[src/include/ldr_pkg.sv]
// ldr_pkg: constants and types of the look-up-table distributed memory cell.
// assumes: apb slave on pclk at 125 MHz, registers one aligned 32-bit word each.
package ldr_pkg;

  // ==========================================================================
  // timing
  localparam int unsigned LDR_CLK_PERIOD_NS = 8;
  // longest time the write clock may rest in its post-edge phase, 1 ms
  localparam int unsigned LDR_T_STALL_NS = 1000000;
  // longest time, so rounded down
  localparam int unsigned LDR_STALL_CYCLES = LDR_T_STALL_NS / LDR_CLK_PERIOD_NS;
  localparam int unsigned LDR_STALL_CNT_W = 17;

  // ==========================================================================
  // register offsets (byte addresses)
  localparam logic [7:0] LDR_OFS_CTRL = 8'h00;
  localparam logic [7:0] LDR_OFS_HFUNC = 8'h04;
  localparam logic [7:0] LDR_OFS_STATUS = 8'h08;
  localparam logic [7:0] LDR_OFS_CONTENT = 8'h0c;

  // ==========================================================================
  // field positions
  localparam int unsigned LDR_CTRL_MODE_LSB = 0;
  localparam int unsigned LDR_CTRL_LEVEL_BIT = 2;
  localparam int unsigned LDR_CTRL_WFALL_BIT = 3;
  localparam int unsigned LDR_CTRL_FFALL_BIT = 4;
  localparam int unsigned LDR_CTRL_SRCX_LSB = 5;
  localparam int unsigned LDR_CTRL_SRCY_LSB = 7;
  localparam int unsigned LDR_STAT_STALL_BIT = 8;
  localparam int unsigned LDR_CONTENT_B_LSB = 16;

  // ==========================================================================
  // reset values
  localparam logic [7:0] LDR_HFUNC_RST = 8'h00;
  localparam logic [15:0] LDR_TABLE_INIT = 16'h0000;

  // ==========================================================================
  // types
  typedef enum logic [1:0] {LDR_M16X2, LDR_M16X1, LDR_M32X1, LDR_MDUAL} ldr_mode_e;
  typedef enum logic [1:0] {LDR_SRC_F, LDR_SRC_G, LDR_SRC_H, LDR_SRC_D0} ldr_src_e;

  typedef struct packed {
    logic [15:0] cells;
  } ldr_table_s;

  typedef struct packed {
    ldr_mode_e mode;
    logic level_sel;
    logic wfall_sel;
    logic ffall_sel;
    ldr_src_e src_x;
    ldr_src_e src_y;
    logic [7:0] hfunc;
    logic wclk_prev;
    logic wr_pulse;
    logic [3:0] lat_a_addr;
    logic [3:0] lat_b_addr;
    logic lat_d0;
    logic lat_d1;
    logic ff_x;
    logic ff_y;
    logic [LDR_STALL_CNT_W-1:0] stall_cnt;
    logic stall_seen;
    logic [31:0] rdata;
  } ldr_top_s;

endpackage

[src/logic/ldr_table16.sv]
// ldr_table16: one sixteen-cell look-up table used as memory, one write, one read port.
// assumes: write strobe, address and data come from logic on pclk.
`timescale 1ns/1ns
module ldr_table16
  import ldr_pkg::*;
(
  input wire logic pclk,
  input wire logic presetn,
  input wire logic wr_en,
  input wire logic [3:0] wr_addr,
  input wire logic wr_data,
  input wire logic [3:0] rd_addr,
  output logic rd_data,
  output logic [15:0] cells
);

  // ==========================================================================
  // state
  ldr_table_s st_reg;
  ldr_table_s st_next;

  always_comb begin
    st_next = st_reg;
    if (wr_en) begin
      st_next.cells[wr_addr] = wr_data;
    end
  end

  // presetn stands for configuration; the set/reset net never reaches here
  always_ff @(posedge pclk or negedge presetn) begin
    if (!presetn) begin
      st_reg <= '{cells: LDR_TABLE_INIT};
    end else begin
      st_reg <= st_next;
    end
  end

  // ==========================================================================
  // read path: plain mux, no clock in the way
  assign rd_data = st_reg.cells[rd_addr];
  assign cells = st_reg.cells;
endmodule

[src/logic/ldr_cell_ram.sv]
// ldr_cell_ram: logic cell whose two look-up tables serve as small read/write memory.
// assumes: user-side ports come from logic on pclk; registers over apb, zero wait.
`timescale 1ns/1ns
module ldr_cell_ram
  import ldr_pkg::*;
#(
  parameter int unsigned STALL_LIMIT = LDR_STALL_CYCLES
)
(
  input wire logic pclk,
  input wire logic presetn,
  input wire logic [7:0] paddr,
  input wire logic psel,
  input wire logic penable,
  input wire logic pwrite,
  input wire logic [31:0] pwdata,
  output logic [31:0] prdata,
  output logic pready,
  output logic pslverr,
  input wire logic [3:0] lut_a_addr,
  input wire logic [3:0] lut_b_addr,
  input wire logic [3:0] secondary_read_addr,
  input wire logic ctrl_in_direct,
  input wire logic ctrl_in_one,
  input wire logic ctrl_in_setreset,
  input wire logic write_clk,
  input wire logic global_set_reset_net,
  output logic primary_read_out,
  output logic secondary_read_out,
  output logic h_func_out,
  output logic cell_ff_x_q,
  output logic cell_ff_y_q
);

  // ==========================================================================
  // declarations
  ldr_top_s st_reg;
  ldr_top_s st_next;
  logic data_in_a;
  logic data_in_b;
  logic write_en;
  logic wclk_rise;
  logic wclk_fall;
  logic wr_edge;
  logic ff_edge;
  logic level_mode;
  logic post_edge_phase;
  logic apb_wr;
  logic apb_setup;
  logic mapped;
  logic wr_strobe;
  logic [3:0] wr_addr;
  logic [3:0] wr_addr_b;
  logic wr_d0;
  logic wr_d1;
  logic tab_a_we;
  logic tab_b_we;
  logic tab_b_din;
  logic [3:0] tab_b_raddr;
  logic rd_a;
  logic rd_b;
  logic [15:0] tab_a_cells;
  logic [15:0] tab_b_cells;

  // ==========================================================================
  // control input remap in memory mode
  assign data_in_a = ctrl_in_direct;
  assign data_in_b = ctrl_in_one;
  assign write_en = ctrl_in_setreset;

  // ==========================================================================
  // clock edges seen on pclk; write_clk comes from logic on pclk
  always_comb begin
    wclk_rise = write_clk & ~st_reg.wclk_prev;
    wclk_fall = ~write_clk & st_reg.wclk_prev;
    wr_edge = st_reg.wfall_sel ? wclk_fall : wclk_rise;
    ff_edge = st_reg.ffall_sel ? wclk_fall : wclk_rise;
    level_mode = st_reg.level_sel & (st_reg.mode != LDR_MDUAL);
    post_edge_phase = (write_clk != st_reg.wfall_sel);
  end

  // ==========================================================================
  // write path: edge mode uses latched values, level mode the live ones
  always_comb begin
    if (level_mode) begin
      wr_strobe = write_en;
      wr_addr = lut_a_addr;
      wr_addr_b = lut_b_addr;
      wr_d0 = data_in_a;
      wr_d1 = data_in_b;
    end else begin
      wr_strobe = st_reg.wr_pulse;
      wr_addr = st_reg.lat_a_addr;
      wr_addr_b = st_reg.lat_b_addr;
      wr_d0 = st_reg.lat_d0;
      wr_d1 = st_reg.lat_d1;
    end
    tab_a_we = 1'b0;
    tab_b_we = 1'b0;
    tab_b_din = wr_d1;
    tab_b_raddr = lut_b_addr;
    case (st_reg.mode)
      LDR_M16X2: begin
        tab_a_we = wr_strobe;
        tab_b_we = wr_strobe;
      end
      LDR_M16X1: begin
        tab_a_we = wr_strobe;
      end
      LDR_M32X1: begin
        // fifth bit rides on the second data input, latched with the rest
        tab_a_we = wr_strobe & ~wr_d1;
        tab_b_we = wr_strobe & wr_d1;
        tab_b_din = wr_d0;
        wr_addr_b = wr_addr;
        tab_b_raddr = lut_a_addr;
      end
      LDR_MDUAL: begin
        tab_a_we = wr_strobe;
        tab_b_we = wr_strobe;
        tab_b_din = wr_d0;
        wr_addr_b = wr_addr;
        tab_b_raddr = secondary_read_addr;
      end
      default: begin
        tab_a_we = 1'b0;
      end
    endcase
  end

  // ==========================================================================
  // the two tables
  ldr_table16 u_tab_a (
    .pclk(pclk),
    .presetn(presetn),
    .wr_en(tab_a_we),
    .wr_addr(wr_addr),
    .wr_data(wr_d0),
    .rd_addr(lut_a_addr),
    .rd_data(rd_a),
    .cells(tab_a_cells)
  );

  ldr_table16 u_tab_b (
    .pclk(pclk),
    .presetn(presetn),
    .wr_en(tab_b_we),
    .wr_addr(wr_addr_b),
    .wr_data(tab_b_din),
    .rd_addr(tab_b_raddr),
    .rd_data(rd_b),
    .cells(tab_b_cells)
  );

  // ==========================================================================
  // read outputs, combinational in every mode
  always_comb begin
    if (st_reg.mode == LDR_M32X1) begin
      primary_read_out = data_in_b ? rd_b : rd_a;
    end else begin
      primary_read_out = rd_a;
    end
    secondary_read_out = rd_b;
    h_func_out = st_reg.hfunc[{data_in_b, rd_b, rd_a}];
  end

  assign cell_ff_x_q = st_reg.ff_x;
  assign cell_ff_y_q = st_reg.ff_y;

  // ==========================================================================
  // apb decode; zero wait, read data captured in the setup cycle
  always_comb begin
    apb_setup = psel & ~penable;
    apb_wr = psel & penable & pwrite;
    mapped = (paddr == LDR_OFS_CTRL) || (paddr == LDR_OFS_HFUNC)
      || (paddr == LDR_OFS_STATUS) || (paddr == LDR_OFS_CONTENT);
  end

  assign pready = 1'b1;
  assign pslverr = psel & penable & ~mapped;
  assign prdata = st_reg.rdata;

  // flip-flop input select: primary, secondary, third function or direct input
  function automatic logic ff_pick(input ldr_src_e src, input logic f, input logic g,
                                   input logic h, input logic d0);
    case (src)
      LDR_SRC_F: ff_pick = f;
      LDR_SRC_G: ff_pick = g;
      LDR_SRC_H: ff_pick = h;
      default: ff_pick = d0;
    endcase
  endfunction

  // ==========================================================================
  // next state
  always_comb begin
    st_next = st_reg;
    st_next.wclk_prev = write_clk;
    // edge: sample address, data and enable; an active edge with enable high starts the pulse
    st_next.wr_pulse = wr_edge & write_en;
    if (wr_edge) begin
      st_next.lat_a_addr = lut_a_addr;
      st_next.lat_b_addr = lut_b_addr;
      st_next.lat_d0 = data_in_a;
      st_next.lat_d1 = data_in_b;
    end
    // cell flip-flops; set/reset net clears them but never the tables
    if (global_set_reset_net) begin
      st_next.ff_x = 1'b0;
      st_next.ff_y = 1'b0;
    end else if (ff_edge) begin
      st_next.ff_x = ff_pick(st_reg.src_x, primary_read_out, secondary_read_out,
                             h_func_out, data_in_a);
      st_next.ff_y = ff_pick(st_reg.src_y, primary_read_out, secondary_read_out,
                             h_func_out, data_in_a);
    end
    // watch for a write clock parked after its active edge; a status hint only
    if (post_edge_phase) begin
      if (st_reg.stall_cnt != LDR_STALL_CNT_W'(STALL_LIMIT)) begin
        st_next.stall_cnt = st_reg.stall_cnt + 1'b1;
      end
    end else begin
      st_next.stall_cnt = '0;
    end
    if (apb_wr && paddr == LDR_OFS_STATUS && pwdata[LDR_STAT_STALL_BIT]) begin
      st_next.stall_seen = 1'b0;
    end
    // set wins over a clear in the same cycle
    if (post_edge_phase && st_reg.stall_cnt == LDR_STALL_CNT_W'(STALL_LIMIT - 1)) begin
      st_next.stall_seen = 1'b1;
    end
    if (apb_wr && paddr == LDR_OFS_CTRL) begin
      st_next.mode = ldr_mode_e'(pwdata[LDR_CTRL_MODE_LSB +: 2]);
      st_next.level_sel = pwdata[LDR_CTRL_LEVEL_BIT];
      st_next.wfall_sel = pwdata[LDR_CTRL_WFALL_BIT];
      st_next.ffall_sel = pwdata[LDR_CTRL_FFALL_BIT];
      st_next.src_x = ldr_src_e'(pwdata[LDR_CTRL_SRCX_LSB +: 2]);
      st_next.src_y = ldr_src_e'(pwdata[LDR_CTRL_SRCY_LSB +: 2]);
    end
    if (apb_wr && paddr == LDR_OFS_HFUNC) begin
      st_next.hfunc = pwdata[7:0];
    end
    if (apb_setup) begin
      st_next.rdata = '0;
      case (paddr)
        LDR_OFS_CTRL: begin
          st_next.rdata[LDR_CTRL_MODE_LSB +: 2] = st_reg.mode;
          st_next.rdata[LDR_CTRL_LEVEL_BIT] = st_reg.level_sel;
          st_next.rdata[LDR_CTRL_WFALL_BIT] = st_reg.wfall_sel;
          st_next.rdata[LDR_CTRL_FFALL_BIT] = st_reg.ffall_sel;
          st_next.rdata[LDR_CTRL_SRCX_LSB +: 2] = st_reg.src_x;
          st_next.rdata[LDR_CTRL_SRCY_LSB +: 2] = st_reg.src_y;
        end
        LDR_OFS_HFUNC: begin
          st_next.rdata[7:0] = st_reg.hfunc;
        end
        LDR_OFS_STATUS: begin
          st_next.rdata[4:0] = {st_reg.ff_y, st_reg.ff_x, h_func_out,
                                secondary_read_out, primary_read_out};
          st_next.rdata[5] = level_mode;
          st_next.rdata[LDR_STAT_STALL_BIT] = st_reg.stall_seen;
        end
        LDR_OFS_CONTENT: begin
          st_next.rdata[15:0] = tab_a_cells;
          st_next.rdata[LDR_CONTENT_B_LSB +: 16] = tab_b_cells;
        end
        default: begin
          st_next.rdata = '0;
        end
      endcase
    end
  end

  always_ff @(posedge pclk or negedge presetn) begin
    if (!presetn) begin
      st_reg <= '{mode: LDR_M16X2, src_x: LDR_SRC_F, src_y: LDR_SRC_F,
                  hfunc: LDR_HFUNC_RST, default: '0};
    end else begin
      st_reg <= st_next;
    end
  end
endmodule

[config.mk]
export PLATFORM = sky130hd
export DESIGN_NAME = ldr_cell_ram
export DESIGN_NICKNAME = d
export VERILOG_FILES = /design/src/include/ldr_pkg.sv /design/src/logic/ldr_table16.sv /design/src/logic/ldr_cell_ram.sv
export SDC_FILE = /design/constraint.sdc
export NUM_CORES = 1
export LEC_CHECK = 0
export BUFFER_PORTS_ARGS = -buffer_cell sky130_fd_sc_hd__buf_2
export CAP_MARGIN = 20
export CORE_ASPECT_RATIO = 0.7
export CORE_MARGIN = 5
export CORE_UTILIZATION = 57
export CTS_CLUSTER_SIZE = 20
export DETAILED_ROUTE_END_ITERATION = 6
export GPL_ROUTABILITY_DRIVEN = 0
export PLACE_DENSITY = 0.81
export SYNTH_ARGS = -nofsm -noshare
export SYNTH_HDL_FRONTEND = slang
export SYNTH_SLANG_ARGS = --single-unit
export TNS_END_PERCENT = 1
[constraint.sdc]
create_clock -name pclk -period 5.4 [get_ports pclk]
set_clock_uncertainty 0.1 [all_clocks]
set_input_delay 0.27 -clock pclk [delete_from_list [all_inputs] [get_ports pclk]]
set_output_delay 0.27 -clock pclk [all_outputs]
set_load 0.03 [all_outputs]
==> results of run 1 <==
power by group through the flow:
stage,clock [mW],sequential [mW],combinational [mW]
2_1_floorplan,0,0.987,0.239
3_3_place_gp,0,1.01,0.316
3_5_place_dp,0,1.01,0.334
4_1_cts,1.18,1.00,0.341
5_1_grt,1.22,1.01,0.380
6_report,1.17,1.01,0.348
what timing repair did:
action	CTS	global route
hold buffers	7	0
hold endpoints to repair	67	0
gates resized for setup	0	0
layout make-up:
class / instances / area share (%)
clock buffers: 21 / 6.65
clock inverters: 10 / 2.30
inverters: 9 / 0.488
multi-input cells: 370 / 40.0
flip-flops and latches: 113 / 40.8
well taps: 132 / 2.39
repair buffers: 90 / 7.36
kinds of logic after synthesis:
group	after synthesis	synth area share, %
AO/OA/AOI/OAI	121	14.6
XOR/XNOR	12	1.76
AND/OR/NAND/NOR	152	12.3
other	1	0.0628
adder cells (fa/ha/maj)	6	1.26
flip-flops	113	47.3
multiplexers	78	16.2
buffers and inverters	64	6.43
synth_stat cells, types with 4 or more instances:
master	count
nor3_1	7
o41ai_2	4
nand4_1	4
a22o_1	27
a21oi_1	18
nand2_1	51
o41ai_1	13
buf_4	36
mux2_1	4
nor2_1	35
and3_1	6
o21ai_1	8
mux2_2	43
mux2i_1	20
a211oi_1	4
inv_1	8
nand3_1	10
xor2_1	9
ha_1	6
mux4_2	9
clkbuf_1	16
or3_1	8
dfrtp_1	113
o21ai_0	30
nor2b_1	9
through the flow:
step | instances | setup WS, ps | power [mW] | utilization (%)
after CTS | 743 | 1710 | 2.52 | 67.2
after floorplan | 547 | 2410 | 1.23 | -
after global placement | 704 | 2130 | 1.33 | 60.4
after detailed placement | 705 | 1830 | 1.35 | 60.5
after global routing | 745 | 1560 | 2.61 | 67.4
final | 745 | 1680 | 2.52 | 67.4
worst reg2reg max path, stage by stage (launching register included):
cell     delay, ps
dfrtp_1        420
ha_1           310
nor2b_1        760
mux2i_1        560
a21oi_1        220
or3_1          610
o21ai_1        270
o41ai_2        110
layer usage:
| metal | vias to the layer above | GRT usage (%) |
|---|---|---|
| li1 | 2090 | - |
| met1 | 2324 | 32.1 |
| met2 | 232 | 37.5 |
| met3 | 29 | 8.02 |
| met4 | 0 | 7.63 |
| met5 | - | 0 |
path summary, 6_finish.rpt:
kind                                 start          endpoint  depth (start not counted)
worst max register to register  st_reg[79]  u_tab_b.cells[4]                          7
worst min-delay path             pwdata[0]        st_reg[64]                          2
worst max-delay path            st_reg[79]        h_func_out                         10
worst min register to register   prdata[8]         prdata[8]                          2
min in group asynchronous          presetn        prdata[27]                          2
max in group asynchronous          presetn        prdata[15]                          3
==> reports/results.tsv, run 1 <==
metric	value	unit
clk root buf	clkbuf_16	
Psw	647	uW
Post-DP Area	6210	um2
drt via density	6.28	
Comb power frac	13.8	%
vias in the first global route	4636	
DRC viols	0	
critical path's top delay family	simple AND/OR/NAND/NOR gates	
CP Cell Sequence	inv_1 > ha_1 > or2_4 > mux2i_4 > mux2_1 > or3_1 > o211ai_2 > a21boi_1 > or2_1 > buf_2	
Skew-Pair Late Insertion Delay	410	ps
WL final	14800	um
CTS Buf Count	17	
Critical Path End Type	output pin	
core box area	10300	um2
Internal Pwr Total	1.88	mW
slowest CP cell	dfrtp_1	
area leader, netlist	dfrtp_1	
hold_ws	13.3	ps
die area	12700	um2
DR pass1 iterations	5	
DR vias	4675	
FF+latch area	2830	um2
fmax	269	MHz
FILL cells	740	
CTS sink cnt	113	
total track usage	24.0	%
Synth area leaders	dfrtp_1, mux2_2, buf_4, a22o_1, mux4_2	
Layout Cell Area excl Fill	6920	um2
Die Y	95.6	um
met3 wire length	1270	um
switch share	25.7	%
post-synth top area share	47.3	%
CP Buf/Inv Count	2	
crit path max fanout	11	
CP Class	reg2out	
ys async rst share	100	%
Arrival @ worst endpoint	3350	ps
final setup vio count	0	
antenna diode count	0	
initial antenna violation count	0	
Port Buf Inserts	76	
Hold WC Path Type	in2reg	
Most used DFF post-synth	dfrtp_1	
metal2 WL	6890	um
syn_nets	615	
Seq/Total Area, Yosys	47.3	%
Clk pin slew, worst setup/hold paths	50	ps
Slew Limit Fails	0	
post-layout min period	3720	ps
area of the multi-input gates	2770	um2
Fin. Hold Viols	0	
CTS tree	done	
wire length per cell	19.9	um
wl on met1	6420	um
Worst Tran Pin Value	938	ps
clock share of power	46.3	%
Post-CTS Setup Inserts	0	
remaining global-route overflow	0	
Yosys reg bits	113	
IR drop worst, VDD	0.253	mV
Slew headroom	37.4	%
Cells after Synth	547	
antenna-violating nets left	0	
max-cap violation count	0	
share of cells above drive strength 1	29.2	%
syn avg cell area	10.9	um2
Area Overhead vs Synth	15.9	%
most common cell after layout, fill and taps aside	dfrtp_1	
Cell variety after synth	58	
largest net degree at the start of global routing	63	
H-tree Lvls	4	
most frequent cells in the layout	dfrtp_1, buf_2, nand2_1	
clock buffer depth	2	
RSZ-0062 raised after global routing	no	
CP Data Required Time	5030	ps
Total Neg Setup Slack	0	ps
Worst setup SP type	flop	
EDFF count, synth	0	
pwr dens	364	nW/um2
Seq pwr share	39.9	%
max layer used	met4	
status	finished clean	
first-pass GRT wire length	24000	um
die span in x	132	um
Post-Syn Area	5970	um2
# rows	31	
FF-to-FF setup slack	1910	ps
max reg flops	47	
leak pwr	3.23	nW
Ys Warns	0	
I/O pin count	101	
fin crit share	68.8	%
initial core utilization	58.1	%
# nets final	669	
Initial DRC Count	381	
slowest cell delay on critical path	400	ps
hpwl dp	10300	um
(Power assumes the default switching activity.)
==> run 2: changes to the inputs <==
- clock period: 5.4 -> 3.5 ns (I/O delays scaled with it)
==> run 2 against run 1 <==
Final cell count up 3.0%. Power rose by 52%. Die area is the same. Largest power group unchanged. Final area grew 2.9%. Flip-flop and latch count unchanged. First-iteration DRC count rose by 54%.
==> reports/results.tsv, run 2 (synthesis results as in run 1) <==
metric	value	unit	change
Worst Tran Pin Value	864	ps	-73.5 ps
CP Buf/Inv Count	1		-1
Clk pin slew, worst setup/hold paths	50	ps	about the same
drt via density	6.30		+0.33%
Port Buf Inserts	76		unchanged
Slew Limit Fails	0		unchanged
Die Y	95.6	um	unchanged
Psw	1.02	mW	+58%
I/O pin count	101		unchanged
slowest cell delay on critical path	460	ps	+60 ps
critical path's top delay family	simple AND/OR/NAND/NOR gates		
hpwl dp	10100	um	-2.1%
remaining global-route overflow	0		unchanged
most common cell after layout, fill and taps aside	dfrtp_1		
# rows	31		unchanged
vias in the first global route	4748		+2.4%
initial antenna violation count	1		+1
switch share	26.6	%	+0.94 points
initial core utilization	58.1	%	unchanged
first-pass GRT wire length	24400	um	+1.6%
max-cap violation count	0		unchanged
Internal Pwr Total	2.81	mW	+50%
Critical Path End Type	output pin		
max reg flops	47		unchanged
# nets final	691		+3.3%
antenna-violating nets left	0		unchanged
IR drop worst, VDD	0.399	mV	+58%
CP Cell Sequence	ha_4 > or2_4 > mux2i_4 > mux2_1 > or3_1 > o211ai_2 > a21oi_1 > or2_1 > buf_2		
Area Overhead vs Synth	19.2	%	
clock share of power	44.7	%	-1.6 points
slowest CP cell	dfrtp_2		
WL final	15100	um	+1.8%
Seq pwr share	40.6	%	+0.7 points
Worst setup SP type	flop		
Hold WC Path Type	in2reg		
dpl ws	384	ps	-1450 ps
DR pass1 iterations	7		+2
Total Neg Setup Slack	0	ps	unchanged
CTS tree	done		
fin crit share	97.9	%	
RSZ-0062 raised after global routing	no		
final worst setup slack	75.1	ps	-1610 ps
crit path max fanout	10		-1
post-layout min period	3420	ps	
pwr dens	538	nW/um2	+48%
CTS Buf Count	17		unchanged
share of cells above drive strength 1	30.8	%	+1.6 points
clock buffer depth	2		unchanged
Initial DRC Count	586		+54%
Skew-Pair Late Insertion Delay	410	ps	about the same
status	finished clean		
Comb power frac	14.8	%	+1.0 points
most frequent cells in the layout	dfrtp_1, buf_2, nand2_1		
clk root buf	clkbuf_16		
Fin. Hold Viols	0		unchanged
DR vias	4829		+3.3%
fmax	292	MHz	
Arrival @ worst endpoint	3150	ps	-200 ps
final setup vio count	0		unchanged
CP Class	reg2out		
largest net degree at the start of global routing	114		+81%
die area	12700	um2	unchanged
total track usage	24.5	%	+0.46 points
Slew headroom	42.4	%	+5.0 points
leak pwr	3.30	nW	+2.2%
H-tree Lvls	4		unchanged
die span in x	132	um	unchanged
wire length per cell	19.7	um	-1.2%
CTS sink cnt	113		unchanged
DRC viols	0		unchanged
CP Data Required Time	3220	ps	-1810 ps
core box area	10300	um2	unchanged
-- run 2: layer usage --
layer | up-vias | track usage (%) | wire length (um)
met5 | - | 0 | 0
met4 | 0 | 7.80 | 275
met3 | 41 | 8.39 | 1430
met2 | 292 | 38.4 | 7090
met1 | 2372 | 32.5 | 6310
li1 | 2124 | - | -
-- run 2: worst reg2reg max path, cell delays in order (launching register included) --
cell and delay [ps]:
dfrtp_2 460, ha_4 220, or2_4 300, a21oi_4 240, mux2_1 340, or3_1 320
nand4_1 210, buf_4 170, nand2_1 100, a221oi_1 350, o21ai_1 130
-- run 2: stage by stage --
stage          utilization (%)  power [mW]  std cells  hold slack, ps  area, um2
2_1_floorplan                -        1.89        547            -221       5970
3_3_place_gp              60.8        2.05        708             197       6250
3_5_place_dp              60.8        2.08        708             206       6250
4_1_cts                   68.7        3.83        762            16.0       7060
5_1_grt                   69.3        3.97        767            27.6       7120
6_report                  69.3        3.83        767            35.4       7120
-- run 2: path summary, 6_finish.rpt --
| kind | startpoint | end | slack (ps) | depth (start not counted) |
|---|---|---|---|---|
| worst min register to register | st_reg[54] | st_reg[54] | 400 | 1 |
| worst min-delay path | lut_a_addr[2] | st_reg[60] | 40 | 2 |
| worst max register to register | st_reg[80] | prdata[1] | 430 | 10 |
| max in group asynchronous | presetn | st_reg[40] | 2560 | 3 |
| min in group asynchronous | presetn | prdata[25] | 260 | 3 |
| worst max-delay path | st_reg[80] | primary_read_out | 80 | 9 |
-- run 2: layout make-up --
class / instances / area (um2)
fill: 696 / 3160
sequential: 113 / 2830
multi-input combinational: 371 / 2800
timing repair buffer: 111 / 706
clock buffer: 19 / 443
tap: 132 / 165
clock inverter: 11 / 140
inverter: 9 / 33.8
antenna: 1 / 2.50
-- run 2: what timing repair did --
item,4_1_cts,5_1_grt
resized for setup,1,7
pin swaps,1,1
gates cloned,0,1
endpoints found under the hold margin,140,0
setup endpoints to repair,2,2
hold buffers,19,0
setup buffers,5,3
-- run 2: power by group through the flow --
stage | Combinational [mW] | Sequential (mW) | Clock (mW)
floorplan | 0.369 | 1.52 | 0
global placement | 0.490 | 1.56 | 0
detailed placement | 0.514 | 1.57 | 0
CTS | 0.547 | 1.55 | 1.73
global route | 0.614 | 1.57 | 1.79
finish | 0.566 | 1.56 | 1.71
==> run 3: changes to the inputs <==
- ABC_AREA: unset -> 1
- PLACE_DENSITY: 0.81 -> 0.8
==> run 3 against run 2 <==
Combinational power up 7.6%. Critical path type unchanged. Wire length up 7.9%. Clock power up 5%. Final area up 1.9%. Register-to-register slack better by 310 ps. Hold slack worse by 3.1 ps. Critical path depth up 4. Count of clock-buffer cells in the layout up 1. Power up 3.4%.
==> reports/results.tsv, run 3 <==
metric	value	unit	change
Initial DRC Count	719		+23%
Critical Path End Type	output pin		
vias in the first global route	5527		+16%
clock buffer depth	2		unchanged
I/O pin count	101		unchanged
remaining global-route overflow	0		unchanged
CTS tree	done		
clk root buf	clkbuf_16		
hpwl dp	11300	um	+12%
syn avg cell area	7.75	um2	-29%
CP Buf/Inv Count	2		+1
antenna-violating nets left	0		unchanged
DRC viols	0		unchanged
most common cell after layout, fill and taps aside	nand2_1		
total track usage	25.8	%	+1.3 points
cell mode on critical path	nand3_1		
first-pass GRT wire length	27100	um	+11%
drt via density	5.78		-8.2%
leak pwr	3.53	nW	+6.9%
slowest cell delay on critical path	450	ps	about the same
DR pass1 iterations	5		-2
max reg flops	47		unchanged
Arrival @ worst endpoint	3030	ps	-120 ps
largest family of logic cells by synthesized area	simple AND/OR/NAND/NOR gates		
hold_sp	lut_a_addr[1]		
Yosys reg bits	113		unchanged
max-cap violation count	0		unchanged
fmax	302	MHz	+3.6%
FILL cells	810		+16%
share of cells above drive strength 1	15.6	%	-15 points
most frequent cells in the layout	nand2_1, dfrtp_1, inv_1		
area leader, netlist	dfrtp_1		
IR drop worst, VDD	0.363	mV	-8.9%
antenna diode count	0		-1
DR vias	5840		+21%
syn_nets	866		+41%
largest net degree at the start of global routing	45		-61%
Compound-Gate Fraction of Synth Area	16.9	%	+2.3 points
Skew-Pair Late Insertion Delay	420	ps	about the same
Die Y	97.2	um	+1.6%
CP Cell Sequence	ha_2 > inv_2 > nand2_2 > nand3_1 > nand3_1 > nand3_1 > nand3_1 > nand3_2 > nand2_2 > nand2_1 > nand3b_1 > and2_1 > buf_2		
top-count cell post-synth	nand2_1		
Synth Area in XOR/XNOR	0.142	%	-1.6 points
CP Class	reg2out		
initial core utilization	59.1	%	+0.95 points
Fin. Hold Viols	0		unchanged
Slew headroom	43.8	%	+1.4 points
RSZ-0062 raised after global routing	no		
slowest CP cell	dfrtp_1		
WL final	16300	um	+7.9%
CTS Buf Count	17		unchanged
critical path's top delay family	simple AND/OR/NAND/NOR gates		
post-synth top area share	45.7	%	-1.6 points
Hold WC Path Type	in2reg		
Cells after Synth	798		+46%
Port Buf Inserts	76		unchanged
Slew Limit Fails	0		unchanged
# rows	31		unchanged
Total Neg Setup Slack	0	ps	unchanged
status	finished clean		
H-tree Lvls	4		unchanged
final setup vio count	0		unchanged
fin crit share	94.5	%	-3.4 points
Clk pin slew, worst setup/hold paths	60	ps	about the same
CP Launch Point	st_reg[80]		
Seq/Total Area, Yosys	45.7	%	-1.6 points
dpl ws	641	ps	+257 ps
Worst setup SP type	flop		
Ys Warns	0		unchanged
ys async rst share	100	%	unchanged
Synth area leaders	dfrtp_1, nand2_1, inv_1, o21ai_0, buf_4		
# nets final	933		+35%
crit path max fanout	13		+3
Cell variety after synth	43		-26%
Most used DFF post-synth	dfrtp_1		
Post-synth top cells	nand2_1, dfrtp_1, inv_1		
Synth Area in Simple Gates	23.8	%	+12 points
initial antenna violation count	0		-1
wire length per cell	16.1	um	-18%
EDFF count, synth	0		unchanged
pwr dens	546	nW/um2	+1.4%
mux contribution to synthesized area	0	%	-16 points
final worst setup slack	194	ps	+119 ps
CP Data Required Time	3220	ps	about the same
Post-Syn Area	6190	um2	+3.6%
CTS sink cnt	113		unchanged
reg2reg start	st_reg[80]		
die area	13100	um2	+3.2%
core box area	10500	um2	+1.9%
Worst Tran Pin Value	840	ps	-24.1 ps
Area Overhead vs Synth	17.4	%	
post-synthesis adder-cell area fraction	1.21	%	-0.043 points
die span in x	135	um	+1.6%
post-layout min period	3310	ps	-119 ps
run 3: cell types whose count changed in the layout (fill, tap and decap cells not counted), sizes merged, moves of 25 or more:
cell and delta:
mux2 -48, inv +100, a21oi +30, nand2 +137, a31oi +25, o21ai +48, a22o -27, nand3 +43
run 3: per-stage QoR:
stage / total power, mW / hold WS [ps] / std cells / area (um2) / utilization (%)
5_1_grt: 4.13 / 40.1 / 1010 / 7260 / 69.3
3_5_place_dp: 2.15 / 90.0 / 958 / 6440 / 61.5
6_report: 3.96 / 32.3 / 1010 / 7260 / 69.3
2_1_floorplan: 1.95 / -221 / 798 / 6190 / -
3_3_place_gp: 2.12 / 88.6 / 958 / 6440 / 61.5
4_1_cts: 3.95 / 13.7 / 1010 / 7260 / 69.3
run 3: metal layers:
layer  share of wire, %  routed length (um)  vias up  track usage (%)
li1                   -                   -     2766                -
met1                 44                7160     2724             35.8
met2                 44                7240      318             38.0
met3                 10                1620       32             8.59
met4                1.7                 272        0             8.61
met5                  0                   0        -                0
run 3: final timing paths:
path	depth (start not counted)	slack (ps)	to
setup / recovery	13	190	h_func_out
hold / removal	3	30	st_reg[59]
hold reg to reg	2	370	prdata[22]
max in group asynchronous	3	2240	prdata[18]
min in group asynchronous	2	180	st_reg[74]
setup reg to reg	15	740	prdata[2]
run 3: kinds of logic after synthesis:
logic type	after synthesis
and+or+nand+nor	325
AOI/OAI and AO/OA	189
buffers and inverters	163
DFF	113
adders and majority gates	6
xor gates and xnor gates	1
other	1
run 3: final cells by class:
cell class	instances	area [um2]	area share, %
Clock buffer	20	457	6.29
Clock inverter	12	158	2.17
Inverter	108	405	5.58
Multi-Input combinational cell	522	2610	36.0
Sequential cell	113	2830	39.0
Tap cell	132	165	2.28
Timing Repair Buffer	103	636	8.76
run 3: tightest hold or removal path: stages:
cell and delay [ps]:
buf_2 170, nand2_1 70, o21ai_0 80
run 3: timing repair:
| item | in CTS | in global routing |
|---|---|---|
| endpoints found under the hold margin | 69 | 0 |
| setup buffers | 0 | 0 |
| endpoints found under the setup margin | 0 | 1 |
| resized for setup | 0 | 2 |
| hold buffers | 20 | 0 |
run 3: report_power, final:
part           leakage, nW  internal, mW  switching, mW  total, mW
sequential            1.52          1.45          0.107       1.56
clock                0.293          1.16          0.638       1.80
combinational         1.72         0.208          0.401      0.609
total                 3.53          2.82           1.15       3.96
